===== src/core/scd_pkg.sv =====
// Shared constants, op codes, states and carrier types of the serial command decoder.
package scd_pkg;

   // ----------------------------------------------------------------------
   // Op codes
   // ----------------------------------------------------------------------
   localparam logic [7:0] OP_NONE_A = 8'h00;
   localparam logic [7:0] OP_FULL_RESET = 8'h01;
   localparam logic [7:0] OP_LABEL_CLEAR_ALL = 8'h02;
   localparam logic [7:0] OP_LABEL_SET_ALL = 8'h03;
   localparam logic [7:0] OP_LABEL_CLEAR_ONE = 8'h04;
   localparam logic [7:0] OP_LABEL_SET_ONE = 8'h05;
   localparam logic [7:0] OP_LABEL_WRITE_ALL = 8'h06;
   localparam logic [7:0] OP_DIV_WRITE = 8'h07;
   localparam logic [7:0] OP_RX_READ_ONE = 8'h08;
   localparam logic [7:0] OP_RX_DUMP = 8'h09;
   localparam logic [7:0] OP_STATUS_READ = 8'h0a;
   localparam logic [7:0] OP_CTRL_READ = 8'h0b;
   localparam logic [7:0] OP_DIV_READ = 8'h0c;
   localparam logic [7:0] OP_LABEL_READ_ALL = 8'h0d;
   localparam logic [7:0] OP_TX_WRITE = 8'h0e;
   localparam logic [7:0] OP_NONE_B = 8'h0f;
   localparam logic [7:0] OP_CTRL_WRITE = 8'h10;
   localparam logic [7:0] OP_TX_CLEAR = 8'h11;
   localparam logic [7:0] OP_TX_START = 8'h12;

   // ----------------------------------------------------------------------
   // Field lengths and positions
   // ----------------------------------------------------------------------
   localparam logic [2:0] OPCODE_LAST_BIT = 3'h7;
   localparam int WORD_BITS = 32;
   localparam int CTRL_BITS = 16;
   localparam int LABEL_COUNT = 256;
   localparam logic [7:0] LABEL_TOP = 8'hff;
   localparam logic [10:0] BYTE_LAST_BIT = 11'h007;
   localparam logic [10:0] CTRL_LAST_BIT = 11'h00f;
   localparam logic [4:0] WORD_LAST_BIT = 5'h1f;
   localparam logic [10:0] BODY_COUNT_MAX = 11'h7ff;
   localparam int CTRL_CLK_SRC_BIT = 1;
   localparam int CTRL_TX_MODE_BIT = 13;
   localparam int BUF_WIDTH = 32;
   localparam int BUF_DEPTH = 8;

   // ----------------------------------------------------------------------
   // Reset values
   // ----------------------------------------------------------------------
   localparam logic [15:0] CTRL_RESET = 16'h0000;
   localparam logic [7:0] DIV_RESET = 8'h01;
   localparam logic [255:0] LABEL_RESET = 256'h0;

   // Accepted divide codes, low nibble only.
   localparam logic [3:0] DIV_BY_1 = 4'h1;
   localparam logic [3:0] DIV_BY_2 = 4'h2;
   localparam logic [3:0] DIV_BY_4 = 4'h4;
   localparam logic [3:0] DIV_BY_8 = 4'h8;
   localparam logic [3:0] DIV_BY_10 = 4'ha;

   // ----------------------------------------------------------------------
   // Types
   // ----------------------------------------------------------------------
   typedef enum logic [2:0]
   {
      ST_IDLE = 3'b001,
      ST_OPCODE = 3'b010,
      ST_BODY = 3'b100
   } scd_state_type;

   typedef struct packed
   {
      logic cs_n;
      logic sck;
      logic si;
   } scd_spi_in_type;

   typedef struct packed
   {
      logic [15:0] ctrl;
      logic [7:0] div_value;
   } scd_cfg_type;

endpackage


===== src/core/scd_decoder.sv =====
// Serial op-code decoder: label table, divider, control word and FIFO access.
`timescale 1ns/100ps
`default_nettype none

// Notes on behaviour
// After select falls, eight op-code bits arrive MSB first on rising clock edges.
// Write data follows the op code directly, MSB first, one bit per rising edge.
// Read data MSB appears on the first falling edge after the eighth code bit.
// Reset, set and start codes act after the last input bit, select still low.
// Code 01 pulses full reset, emptying both data FIFOs and flags.
// Code 02 clears all 256 label-match entries after the eighth bit.
// Code 03 sets all label-match entries after the eighth bit.
// Codes 04/05 clear/set the one entry addressed by an 8-bit field.
// Code 06 writes 256 entries from address FF downward, one bit each.
// Code 07 loads the divide value, used when clock source select is set.
// Only divide codes x1, x2, x4, x8, xA give a clock; others none.
// Host picks timing clock and divide so the divided rate is 1 MHz.
// Code 08 returns and removes one receive word, zeros when empty.
// Code 09 streams receive words back to back, zeros after the last.
// Code 0A returns 8-bit status, code 0B the 16-bit control word.
// Code 0C returns the divide value last written by code 07.
// Code 0D shifts out all 256 label entries from FF downward.
// Code 0E writes up to 32 words into the transmit path.
// Code 10 loads its 16-bit field into the control register.
// Code 11 empties the transmit FIFO after the eighth bit.
// Code 12 starts transmission only while control bit 13 is zero.
// Undefined codes change nothing and drive only zeros on the output.
module scd_decoder
(
   input wire logic clk, // System clock, 100 MHz.
   input wire logic reset_n, // Asynchronous reset, active low.
   input wire scd_pkg::scd_spi_in_type spi, // Select, serial clock and serial input.
   output logic so, // Serial output data.
   output logic so_oe_n, // Serial output enable, low while driving.
   input wire logic aclk, // Timing clock, sampled as a level.
   output logic arinc_tick, // One-cycle pulse per divided timing clock period.
   input wire logic [7:0] status, // Status byte assembled outside.
   input wire logic rx_valid, // Receive FIFO holds a word.
   input wire logic [31:0] rx_data, // Oldest receive word.
   output logic rx_ready, // Pops the receive word.
   output logic tx_valid, // Buffered transmit word available.
   input wire logic tx_ready, // Transmit FIFO takes the word.
   output logic [31:0] tx_data, // Buffered transmit word.
   output logic full_reset, // Pulse: empty both FIFOs and flags.
   output logic tx_fifo_clear, // Pulse: empty the transmit FIFO.
   output logic tx_start, // Pulse: begin transmission.
   output logic [255:0] label_table, // Label-match entries.
   output scd_pkg::scd_cfg_type cfg // Control word and divide value.
);

   // ----------------------------------------------------------------------
   // Helpers
   // ----------------------------------------------------------------------
   function automatic logic op_is_read(input logic [7:0] op);
      op_is_read = (op == scd_pkg::OP_RX_READ_ONE) || (op == scd_pkg::OP_RX_DUMP) ||
                   (op == scd_pkg::OP_STATUS_READ) || (op == scd_pkg::OP_CTRL_READ) ||
                   (op == scd_pkg::OP_DIV_READ) || (op == scd_pkg::OP_LABEL_READ_ALL);
   endfunction

   function automatic logic op_uses_rx(input logic [7:0] op);
      op_uses_rx = (op == scd_pkg::OP_RX_READ_ONE) || (op == scd_pkg::OP_RX_DUMP);
   endfunction

   function automatic logic div_code_ok(input logic [3:0] code);
      div_code_ok = (code == scd_pkg::DIV_BY_1) || (code == scd_pkg::DIV_BY_2) ||
                    (code == scd_pkg::DIV_BY_4) || (code == scd_pkg::DIV_BY_8) ||
                    (code == scd_pkg::DIV_BY_10);
   endfunction

   // ----------------------------------------------------------------------
   // Serial edge detection
   // ----------------------------------------------------------------------
   scd_pkg::scd_state_type state;
   logic sck_q;
   logic sck_rise;
   logic sck_fall;
   logic [2:0] op_cnt;
   logic [6:0] op_sr;
   logic [7:0] op;
   logic [7:0] op_now;
   logic last_op;
   logic body_rise;
   logic [10:0] body_cnt;
   logic [31:0] in_sr;
   logic [31:0] next_in;
   logic reading;
   logic [31:0] out_sr;
   logic [4:0] out_cnt;
   logic [7:0] label_idx;
   logic [15:0] ctrl;
   logic [7:0] div_value;
   logic stream_reload;
   logic buf_in_valid;
   logic buf_in_ready;

   always_ff @(posedge clk or negedge reset_n)
   begin
      if (!reset_n)
      begin
         sck_q <= 1'b0;
      end
      else
      begin
         sck_q <= spi.sck;
      end
   end

   assign sck_rise = spi.sck & ~sck_q & ~spi.cs_n;
   assign sck_fall = ~spi.sck & sck_q & ~spi.cs_n;
   assign op_now = {op_sr, spi.si};
   assign last_op = sck_rise && (state != scd_pkg::ST_BODY) && (op_cnt == scd_pkg::OPCODE_LAST_BIT);
   assign body_rise = sck_rise && (state == scd_pkg::ST_BODY);
   assign next_in = {in_sr[30:0], spi.si};

   // ----------------------------------------------------------------------
   // Frame state and op-code capture
   // ----------------------------------------------------------------------
   always_ff @(posedge clk or negedge reset_n)
   begin
      if (!reset_n)
      begin
         state <= scd_pkg::ST_IDLE;
         op_cnt <= '0;
         op_sr <= '0;
         op <= scd_pkg::OP_NONE_A;
      end
      else if (spi.cs_n)
      begin
         state <= scd_pkg::ST_IDLE;
         op_cnt <= '0;
      end
      else
      begin
         case (state)
            scd_pkg::ST_IDLE,
            scd_pkg::ST_OPCODE:
            begin
               if (sck_rise)
               begin
                  op_sr <= op_now[6:0];
                  op_cnt <= op_cnt + 3'h1;
               end
               if (last_op)
               begin
                  op <= op_now;
                  state <= scd_pkg::ST_BODY;
               end
               else
               begin
                  state <= scd_pkg::ST_OPCODE;
               end
            end
            scd_pkg::ST_BODY:
            begin
               state <= scd_pkg::ST_BODY;
            end
            default:
            begin
               state <= scd_pkg::ST_IDLE;
            end
         endcase
      end
   end

   // ----------------------------------------------------------------------
   // Data field capture
   // ----------------------------------------------------------------------
   always_ff @(posedge clk or negedge reset_n)
   begin
      if (!reset_n)
      begin
         body_cnt <= '0;
         in_sr <= '0;
      end
      else if (last_op)
      begin
         body_cnt <= '0;
      end
      else if (body_rise)
      begin
         in_sr <= next_in;
         if (body_cnt != scd_pkg::BODY_COUNT_MAX)
         begin
            body_cnt <= body_cnt + 11'h001;
         end
      end
   end

   // ----------------------------------------------------------------------
   // Label-match table
   // ----------------------------------------------------------------------
   always_ff @(posedge clk or negedge reset_n)
   begin
      if (!reset_n)
      begin
         label_table <= scd_pkg::LABEL_RESET;
      end
      else if (last_op && (op_now == scd_pkg::OP_LABEL_CLEAR_ALL))
      begin
         label_table <= '0;
      end
      else if (last_op && (op_now == scd_pkg::OP_LABEL_SET_ALL))
      begin
         label_table <= '1;
      end
      else if (body_rise && (body_cnt == scd_pkg::BYTE_LAST_BIT) &&
               ((op == scd_pkg::OP_LABEL_CLEAR_ONE) || (op == scd_pkg::OP_LABEL_SET_ONE)))
      begin
         label_table[next_in[7:0]] <= (op == scd_pkg::OP_LABEL_SET_ONE);
      end
      else if (body_rise && (op == scd_pkg::OP_LABEL_WRITE_ALL) && (body_cnt < 11'(scd_pkg::LABEL_COUNT)))
      begin
         label_table[label_idx] <= spi.si;
      end
   end

   // Walks downward from the top address for both the bulk write and the bulk read.
   always_ff @(posedge clk or negedge reset_n)
   begin
      if (!reset_n)
      begin
         label_idx <= scd_pkg::LABEL_TOP;
      end
      else if (last_op)
      begin
         label_idx <= scd_pkg::LABEL_TOP;
      end
      else if ((body_rise && (op == scd_pkg::OP_LABEL_WRITE_ALL)) ||
               (sck_fall && reading && (op == scd_pkg::OP_LABEL_READ_ALL)))
      begin
         label_idx <= label_idx - 8'h01;
      end
   end

   // ----------------------------------------------------------------------
   // Control word and divide value
   // ----------------------------------------------------------------------
   always_ff @(posedge clk or negedge reset_n)
   begin
      if (!reset_n)
      begin
         ctrl <= scd_pkg::CTRL_RESET;
         div_value <= scd_pkg::DIV_RESET;
      end
      else if (body_rise)
      begin
         if ((op == scd_pkg::OP_CTRL_WRITE) && (body_cnt == scd_pkg::CTRL_LAST_BIT))
         begin
            ctrl <= next_in[15:0];
         end
         if ((op == scd_pkg::OP_DIV_WRITE) && (body_cnt == scd_pkg::BYTE_LAST_BIT))
         begin
            div_value <= next_in[7:0];
         end
      end
   end

   assign cfg.ctrl = ctrl;
   assign cfg.div_value = div_value;

   // ----------------------------------------------------------------------
   // Command pulses
   // ----------------------------------------------------------------------
   always_ff @(posedge clk or negedge reset_n)
   begin
      if (!reset_n)
      begin
         full_reset <= 1'b0;
         tx_fifo_clear <= 1'b0;
         tx_start <= 1'b0;
      end
      else
      begin
         full_reset <= last_op && (op_now == scd_pkg::OP_FULL_RESET);
         tx_fifo_clear <= last_op && (op_now == scd_pkg::OP_TX_CLEAR);
         tx_start <= last_op && (op_now == scd_pkg::OP_TX_START) &&
                     !ctrl[scd_pkg::CTRL_TX_MODE_BIT];
      end
   end

   // ----------------------------------------------------------------------
   // Read path
   // ----------------------------------------------------------------------
   // A dump reloads on the last bit of each word so words follow with no gap.
   assign stream_reload = sck_fall && reading && (op == scd_pkg::OP_RX_DUMP) &&
                          (out_cnt == scd_pkg::WORD_LAST_BIT);
   assign rx_ready = rx_valid && ((last_op && op_uses_rx(op_now)) || stream_reload);

   always_ff @(posedge clk or negedge reset_n)
   begin
      if (!reset_n)
      begin
         reading <= 1'b0;
         out_sr <= '0;
         out_cnt <= '0;
         so <= 1'b0;
      end
      else if (spi.cs_n)
      begin
         reading <= 1'b0;
         so <= 1'b0;
      end
      else if (last_op)
      begin
         reading <= op_is_read(op_now);
         out_cnt <= '0;
         case (op_now)
            scd_pkg::OP_RX_READ_ONE,
            scd_pkg::OP_RX_DUMP:
            begin
               out_sr <= rx_valid ? rx_data : '0;
            end
            scd_pkg::OP_STATUS_READ:
            begin
               out_sr <= {status, 24'h000000};
            end
            scd_pkg::OP_CTRL_READ:
            begin
               out_sr <= {ctrl, 16'h0000};
            end
            scd_pkg::OP_DIV_READ:
            begin
               out_sr <= {div_value, 24'h000000};
            end
            default:
            begin
               out_sr <= '0;
            end
         endcase
      end
      else if (sck_fall)
      begin
         if (!reading)
         begin
            so <= 1'b0;
         end
         else if (op == scd_pkg::OP_LABEL_READ_ALL)
         begin
            so <= label_table[label_idx];
         end
         else
         begin
            so <= out_sr[31];
            out_cnt <= out_cnt + 5'h01;
            if (stream_reload)
            begin
               out_sr <= rx_valid ? rx_data : '0;
            end
            else
            begin
               out_sr <= {out_sr[30:0], 1'b0};
            end
         end
      end
   end

   assign so_oe_n = spi.cs_n;

   // ----------------------------------------------------------------------
   // Transmit word buffer
   // ----------------------------------------------------------------------
   // Words arriving while the buffer is full are dropped: the serial master cannot be stalled.
   assign buf_in_valid = body_rise && (op == scd_pkg::OP_TX_WRITE) &&
                         (body_cnt[4:0] == scd_pkg::WORD_LAST_BIT) && !body_cnt[10];

   scd_fifo #(
      .WIDTH(scd_pkg::BUF_WIDTH),
      .DEPTH(scd_pkg::BUF_DEPTH)
   ) tx_buffer (
      .clk(clk),
      .reset_n(reset_n),
      .flush(full_reset | tx_fifo_clear),
      .in_valid(buf_in_valid),
      .in_ready(buf_in_ready),
      .in_data(next_in),
      .out_valid(tx_valid),
      .out_ready(tx_ready),
      .out_data(tx_data)
   );

   // ----------------------------------------------------------------------
   // Timing clock divider
   // ----------------------------------------------------------------------
   logic aclk_q;
   logic aclk_rise;
   logic [3:0] div_cnt;

   assign aclk_rise = aclk & ~aclk_q;

   always_ff @(posedge clk or negedge reset_n)
   begin
      if (!reset_n)
      begin
         aclk_q <= 1'b0;
         div_cnt <= '0;
         arinc_tick <= 1'b0;
      end
      else
      begin
         aclk_q <= aclk;
         if (!ctrl[scd_pkg::CTRL_CLK_SRC_BIT])
         begin
            arinc_tick <= aclk_rise;
            div_cnt <= '0;
         end
         else if (!div_code_ok(div_value[3:0]))
         begin
            arinc_tick <= 1'b0;
            div_cnt <= '0;
         end
         else if (aclk_rise)
         begin
            if (div_cnt >= div_value[3:0] - 4'h1)
            begin
               arinc_tick <= 1'b1;
               div_cnt <= '0;
            end
            else
            begin
               arinc_tick <= 1'b0;
               div_cnt <= div_cnt + 4'h1;
            end
         end
         else
         begin
            arinc_tick <= 1'b0;
         end
      end
   end

endmodule // scd_decoder

`default_nettype wire


===== src/core/scd_fifo.sv =====
// Small flip-flop FIFO with valid/ready on both sides and a synchronous flush.
`timescale 1ns/100ps
`default_nettype none

module scd_fifo #(
   parameter int WIDTH = 32,
   parameter int DEPTH = 8
)
(
   input wire logic clk, // System clock.
   input wire logic reset_n, // Asynchronous reset, active low.
   input wire logic flush, // Empties the FIFO.
   input wire logic in_valid, // Word offered.
   output logic in_ready, // Room for a word.
   input wire logic [WIDTH-1:0] in_data, // Word written.
   output logic out_valid, // Word available.
   input wire logic out_ready, // Drain side takes the word.
   output logic [WIDTH-1:0] out_data // Oldest word.
);

   localparam int AW = $clog2(DEPTH);

   logic [WIDTH-1:0] mem [DEPTH];
   logic [AW-1:0] wr_idx;
   logic [AW-1:0] rd_idx;
   logic [AW:0] count;
   logic push;
   logic pop;

   assign in_ready = (count != (AW+1)'(DEPTH));
   assign out_valid = (count != '0);
   assign out_data = mem[rd_idx];
   assign push = in_valid & in_ready;
   assign pop = out_valid & out_ready;

   always_ff @(posedge clk)
   begin
      if (push)
      begin
         mem[wr_idx] <= in_data;
      end
   end

   always_ff @(posedge clk or negedge reset_n)
   begin
      if (!reset_n)
      begin
         wr_idx <= '0;
         rd_idx <= '0;
         count <= '0;
      end
      else if (flush)
      begin
         wr_idx <= '0;
         rd_idx <= '0;
         count <= '0;
      end
      else
      begin
         if (push)
         begin
            wr_idx <= (wr_idx == AW'(DEPTH - 1)) ? '0 : wr_idx + AW'(1);
         end
         if (pop)
         begin
            rd_idx <= (rd_idx == AW'(DEPTH - 1)) ? '0 : rd_idx + AW'(1);
         end
         if (push && !pop)
         begin
            count <= count + (AW+1)'(1);
         end
         else if (pop && !push)
         begin
            count <= count - (AW+1)'(1);
         end
      end
   end

endmodule // scd_fifo

`default_nettype wire


===== config.mk =====
export PLATFORM = sky130hd
export DESIGN_NAME = scd_decoder
export DESIGN_NICKNAME = d
export VERILOG_FILES = /design/src/core/scd_pkg.sv /design/src/core/scd_decoder.sv /design/src/core/scd_fifo.sv
export SDC_FILE = /design/constraint.sdc
export NUM_CORES = 2
export LEC_CHECK = 0
export ABC_AREA = 0
export BUFFER_PORTS_ARGS = -buffer_cell sky130_fd_sc_hd__buf_4
export CORE_UTILIZATION = 30
export DETAILED_ROUTE_END_ITERATION = 8
export PLACE_DENSITY = 0.57
export SLEW_MARGIN = 5
export SYNTH_ARGS = -nofsm -noshare
export SYNTH_HDL_FRONTEND = slang
export SYNTH_SLANG_ARGS = --single-unit

===== constraint.sdc =====
create_clock -name clk -period 12.4 [get_ports clk]
set_input_delay 1.86 -clock clk [delete_from_list [all_inputs] [get_ports clk]]
set_output_delay 1.86 -clock clk [all_outputs]
set_load 0.01 [all_outputs]

==> Yosys cells after proc, flatten, opt, wreduce, memory -nomap -nowiden <==
Memories as Yosys holds them, arrays and structs flattened.
Cells that the tools add are included.
{ "totals": {"word_cells": 223, "inputBits": 48, "mem_count": 1, "reg_bits": 410, "out_inout_bits": 320, "ram_bits": 256} }
{ "classes": {"bitwise": 13, "add_sub_neg": 10, "n_mux": 60, "eq_ne": 40, "n_lt_le_gt_ge": 6, "reduce_logical": 69} }
{ "memory_table": {"columns": ["memory", "words", "word_bits", "read_ports", "rd_clocked_by_memory_dff", "write_ports", "line_no", "rtl"], "rows": [
  ["tx_buffer.mem", 8, 32, 1, 0, 1, "scd_fifo.sv:23", "logic [WIDTH-1:0] mem [DEPTH];"]
]} }
{ "ops": {"columns": ["op", "n"], "rows": [
  ["256-bit 2-to-1 mux", 4],
  ["256-bit bitwise mux", 2],
  ["32-bit 2-to-1 mux", 6],
  ["32-bit one-hot mux with 4 select lines", 1],
  ["8-bit by 4-bit == test with 1-bit output (second input constant)", 9],
  ["11-bit 2-to-1 mux", 3],
  ["3-bit 2-to-1 mux", 11],
  ["8-bit by 3-bit == test with 1-bit output (second input constant)", 4],
  ["1-bit logical AND", 28],
  ["4-bit 2-to-1 mux", 7],
  ["8-bit by 5-bit == test with 1-bit output (second input constant)", 3],
  ["2-bit nonzero test", 11],
  ["5-bit 2-to-1 mux", 4],
  ["8-bit by 9-bit < comparator with 1-bit output (second input constant)", 2],
  ["1-bit demux with 8-bit select", 2],
  ["8-bit by 2-bit == test with 1-bit output (second input constant)", 2],
  ["8-bit by 1-bit greater-or-equal comparator with 1-bit output (second input constant)", 2],
  ["1-bit 2-to-1 mux", 16],
  ["8-bit 2-to-1 mux", 2],
  ["3-bit == test (second input constant)", 4],
  ["1-bit logical OR", 12],
  ["2-bit AND reduction", 6],
  ["11-bit by 1-bit adder with 11-bit output (second input constant)", 1],
  ["11-bit by 3-bit == test with 1-bit output (second input constant)", 1],
  ["31 further kinds", 55]
]} }

==> Longest topological paths before layout <==
{ "depth": {"word_depth": 13, "depth_mapped": 16, "mapped_depth_nobuf": 15} }

==> Cells and area by module <==
From an unflattened synthesis, not the netlist that was laid out.
{ "hier_totals": {"cells_unflattened": 3288, "hier_area_um2": 36517.5} }
{ "by_module_without_submodules": {"columns": ["mod", "n_inst", "area_each_um2", "seq_area_each_um2", "cells_each"], "rows": [
  ["scd_decoder", 1, 26186.4, 10022.1, 2835],
  ["scd_fifo", 1, 10331.2, 7937.6, 453]
]} }

==> Worst setup path before layout <==
No wires, ideal clock.
{ "synth_path": {"kind": "input to register", "start": "input spi[2] in the netlist's numbering", "end": "memory tx_buffer.mem[2][0] (enable)", "stages": 5, "setup_time_ns": 0.468, "setup_slack_ns": 6.316, "arrival_time_ns": 5.616, "required_ns": 11.932, "n_path_buf": 0, "cell_sequence": "or3b_1 nor4_2 nand2_1 or2_2 nor3b_1"} }
{ "synth_between": {"elab_chain_cells": 9} }
{ "synth_lines": {"columns": ["element", "line_no", "rtl"], "rows": [
  ["from (decl)", "scd_decoder.sv:32", "input wire scd_pkg::scd_spi_in_type spi,"],
  ["1-bit inverter (no line)", null, null],
  ["1-bit bitwise AND", "scd_decoder.sv:108", "assign sck_rise = spi.sck & ~sck_q & ~spi.cs_n;"],
  ["1-bit logical AND", "scd_decoder.sv:112", "assign body_rise = sck_rise && (state == scd_pkg::ST_BODY);"],
  ["1-bit logical AND (2 in a row)", "scd_decoder.sv:363", "assign buf_in_valid = body_rise && (op == scd_pkg::OP_TX_WRITE) &&"],
  ["1-bit logical AND", "scd_decoder.sv:364", "(body_cnt[4:0] == scd_pkg::WORD_LAST_BIT) && !body_cnt[10];"],
  ["1-bit bitwise AND", "scd_fifo.sv:33", "assign push = in_valid & in_ready;"],
  ["1-bit 2-to-1 mux", "scd_fifo.sv:38", "if (push)"],
  ["1-bit 2-to-1 mux (implied by the code)", "scd_fifo.sv:40", "mem[wr_idx] <= in_data;"],
  ["to (decl)", "scd_fifo.sv:23", null]
]} }
No other way between the ends.

==> Final worst setup path <==
{ "layout_path": {"start": "input spi[2] in the netlist's numbering", "end": "register label_table[89]"} }
{ "layout_between": {"elab_chain_cells": 8, "word_cells_on_any_way": 15, "classes_between": "3 x mux; 2 x bitwise; 10 x reduce/logical"} }
{ "layout_lines": {"columns": ["element", "line_no", "rtl"], "rows": [
  ["1-bit inverter (no line) *", null, null],
  ["1-bit bitwise AND *", "scd_decoder.sv:108", null],
  ["1-bit logical AND", "scd_decoder.sv:112", null],
  ["1-bit logical AND (2 in a row)", "scd_decoder.sv:206", "else if (body_rise && (body_cnt == scd_pkg::BYTE_LAST_BIT) &&"],
  ["256-bit 2-to-1 mux", "scd_decoder.sv:206", null],
  ["256-bit 2-to-1 mux", "scd_decoder.sv:202", "else if (last_op && (op_now == scd_pkg::OP_LABEL_SET_ALL))"],
  ["256-bit 2-to-1 mux", "scd_decoder.sv:198", "else if (last_op && (op_now == scd_pkg::OP_LABEL_CLEAR_ALL))"],
  ["to (signal assigned)", "scd_decoder.sv:196", "label_table <= scd_pkg::LABEL_RESET;"],
  ["to (signal, indexed assignment)", "scd_decoder.sv:209", "label_table[next_in[7:0]] <= (op == scd_pkg::OP_LABEL_SET_ONE);"],
  ["to (signal, indexed assignment)", "scd_decoder.sv:213", "label_table[label_idx] <= spi.si;"],
  ["to (decl)", "scd_decoder.sv:47", "output logic [255:0] label_table,"]
]} }
Every way passes the cells marked *; elsewhere a longest branch is shown, timed or not.
A chain may end at the register's enable or synchronous reset.

==> flow_metrics.env <==
export IMPL_status="finished, final reports clean"
export IMPL_clockBufferDepth=3
export IMPL_grt_use_total=0.271
export IMPL_place_congestion=1.00
export IMPL_synth_top_flop_cell="dfrtp_1"
export IMPL_grt_pass1_vias=31219
export IMPL_grt_max_degree=135
export IMPL_p_per_area_nw_per_um2=111
export IMPL_synth_edf_count=256
export IMPL_final_util=0.366
export IMPL_post_cts_buffers=0
export IMPL_portBuffers=367
export IMPL_ir_worst_vdd_v=0.000119
export IMPL_wl_mm=171
export IMPL_num_vias=32873
export IMPL_async_flop_share=0.616
export IMPL_drc=0
export IMPL_clock_latency_ps=670
export IMPL_avgViaCountPerCell=6.31
export IMPL_wl_per_cell_um=32.8
export IMPL_initial_core_util=0.303
export IMPL_rsz0062_at_grt="false"
export IMPL_final_common_cell="buf_4"
export IMPL_area_delta_synth_final_pct=20.7
export IMPL_cts_tree="yes"
export IMPL_post_route_period_util=0.448
export IMPL_grt_pass1_wl_mm=240
export IMPL_fin_worst_skew_ps=32.9
export IMPL_netlist_instances=3259
export IMPL_endpoint_kind="flop"
export IMPL_numCtsBuffers=79
export IMPL_fmax_mhz=180
export IMPL_clk_pin_slew_worst_paths_ps=60
export IMPL_syn_mean_instance_area_um2=11.2
export IMPL_synth_yosys_seq_area_share=0.492
export IMPL_start_kind="input port"
export IMPL_antenna_found_initial=6
export IMPL_worst_pin_slew_ps=1370
export IMPL_drt_initial_drc_count=4921
export IMPL_root_buffer="clkbuf_16"
export IMPL_yosysUniqueCellTypes=84
export IMPL_cp_required_ps=12940
export IMPL_fp_dieArea_um2=123000
export IMPL_yosys_warnings=0
export IMPL_synthesis_nets=3334
export IMPL_core_um2=120000
export IMPL_period_minus_slack_ps=5560
export IMPL_ant_nets=0
export IMPL_nets=3602
export IMPL_drv_cap=0
export IMPL_detail_route_first_pass_iterations=8
export IMPL_path_max_fanout=35
export IMPL_cts_sinks=666
export IMPL_syn_area_um2=36500
export IMPL_p_leak_nw=17.5
export IMPL_die_h_um=351
export IMPL_io_pins=368
export IMPL_critPathKind="input port to flop"
export IMPL_cts_max_level=3
export IMPL_setup_viol=0
export IMPL_gr_total_overflow=0
export IMPL_cts_resized=0
export IMPL_timing_setup_tns_ps=0
export IMPL_drive_above_1_share=0.296
export IMPL_worst_endpoint_arrival_ps=6100
export IMPL_finalHoldViolCount=0
export IMPL_dp_final_hpwl_mm=113
export IMPL_ctsHoldBuffers=0
export IMPL_ys_ff_latch=666
export IMPL_max_slew_margin_rel=0.0775
export IMPL_dieWidth_um=351
export IMPL_rows=127
export IMPL_drv_slew=0
export IMPL_hold_path_class="flop to flop"
export IMPL_final_cell_mix="buf_4 (478), dfrtp_1 (398), edfxtp_1 (256)"
## cells by family after synthesis
family | Yosys count | share of synthesized area
compound gates | 1073 | 0.198
mux | 423 | 0.165
simple gates | 724 | 0.0958
flops | 666 | 0.492
buf+inv | 324 | 0.0348
fa+ha+maj | 27 | 0.00946
xor+xnor | 22 | 0.00528
## per-stage QoR
step / setup slack, ps / hold slack [ps] / instances / cell area, µm² / total power [mW]
after floorplan: 6320 / 456 / 3259 / 36500 / 2.40
after global placement: 6420 / 475 / 5058 / 41300 / 2.47
after detailed placement: 6410 / 482 / 5058 / 41300 / 2.47
after CTS: 6850 / 495 / 5201 / 44000 / 4.92
after global routing: 6720 / 517 / 5204 / 44000 / 5.02
final: 6840 / 490 / 5208 / 44000 / 4.90
## cell usage after synthesis (9+ instances only)
master | n | area (µm²)
a21oi_1 | 251 | 1260
o221ai_1 | 123 | 1080
a21o_1 | 10 | 75.1
ha_1 | 26 | 325
xnor2_1 | 12 | 105
edfxtp_1 | 256 | 7690
clkbuf_1 | 222 | 833
xor2_1 | 10 | 87.6
buf_1 | 39 | 146
nor3_1 | 32 | 160
a211o_1 | 15 | 131
a22o_1 | 9 | 78.8
nor3b_1 | 9 | 67.6
nand2b_1 | 21 | 131
dfstp_2 | 10 | 263
nand2_1 | 249 | 935
inv_1 | 30 | 113
a221oi_1 | 55 | 482
a211oi_1 | 13 | 97.6
mux4_2 | 117 | 2640
o211ai_1 | 15 | 113
mux2_1 | 10 | 113
o21ai_0 | 221 | 1110
o31ai_1 | 41 | 308
a31oi_1 | 71 | 444
a22oi_1 | 69 | 518
nor2b_1 | 23 | 144
a32oi_1 | 33 | 289
nor4_2 | 10 | 125
dfrtp_1 | 400 | 10000
o22a_1 | 23 | 201
mux2i_1 | 54 | 541
o22ai_1 | 56 | 350
nor2_1 | 196 | 736
nand3_1 | 77 | 385
nor4_1 | 23 | 144
mux2_2 | 242 | 2730
buf_2 | 28 | 140
nand4_1 | 28 | 175
## metal layers
layer	share of wire	track usage	up-vias
met5	0.00087	0.00628	-
met4	0.063	0.144	8
met3	0.13	0.0929	599
li1	-	-	13350
met2	0.43	0.403	2355
met1	0.38	0.344	16561
## flip-flops by register name, indices dropped and copies added, names as in the netlist, 3 cells and up
name,flops
label_table,256
body_cnt,11
label_idx,8
op_sr,7
op,8
div_cnt,4
tx_buffer.count,4
out_cnt,5
div_value,8
in_sr,31
state,3
ctrl,16
tx_buffer.rd_idx,3
tx_buffer.wr_idx,3
op_cnt,3
out_sr,32
tx_buffer.mem,256
## cell type report
type / count / area [µm²]
tap: 1612 / 2020
antenna: 7 / 17.5
fill: 11915 / 76300
sequential: 666 / 18000
clock inverter: 37 / 567
clock buffer: 106 / 2180
timing repair buffer: 480 / 3620
multi-input combinational: 2269 / 17500
inverter: 31 / 116
## worst max-delay path: stages
cell and delay, ps:
buf_4 150, or3b_1 460, or3_1 600, nor4_4 330
buf_4 520, nand4_1 990, buf_4 550, o221ai_1 220
mux2_2 380
## report_power, final
| part | switching, mW | total [mW] | leakage [nW] | internal (mW) |
|---|---|---|---|---|
| clock network | 1.04 | 2.46 | 1.31 | 1.42 |
| logic | 0.0864 | 0.123 | 7.72 | 0.0364 |
| registers | 0.0209 | 2.31 | 8.52 | 2.29 |
## worst paths after layout
check | cells past startpoint | startpoint | slack, ps | endpoint
max in group asynchronous | 3 | reset_n | 9080 | aclk_q$_DFF_PN0_
min in group asynchronous | 1 | reset_n | 1270 | label_table[170]$_DFFE_PN0P_
setup / recovery | 9 | spi[2] | 6840 | label_table[89]$_DFFE_PN0P_
hold reg to reg | 2 | out_sr[5]$_DFFE_PN0P_ | 490 | out_sr[5]$_DFFE_PN0P_
setup reg to reg | 8 | label_idx[0]$_DFFE_PN1P_ | 7470 | label_table[117]$_DFFE_PN0P_
hold / removal | 2 | out_sr[5]$_DFFE_PN0P_ | 490 | out_sr[5]$_DFFE_PN0P_
Power figures use the tool's default switching activity.
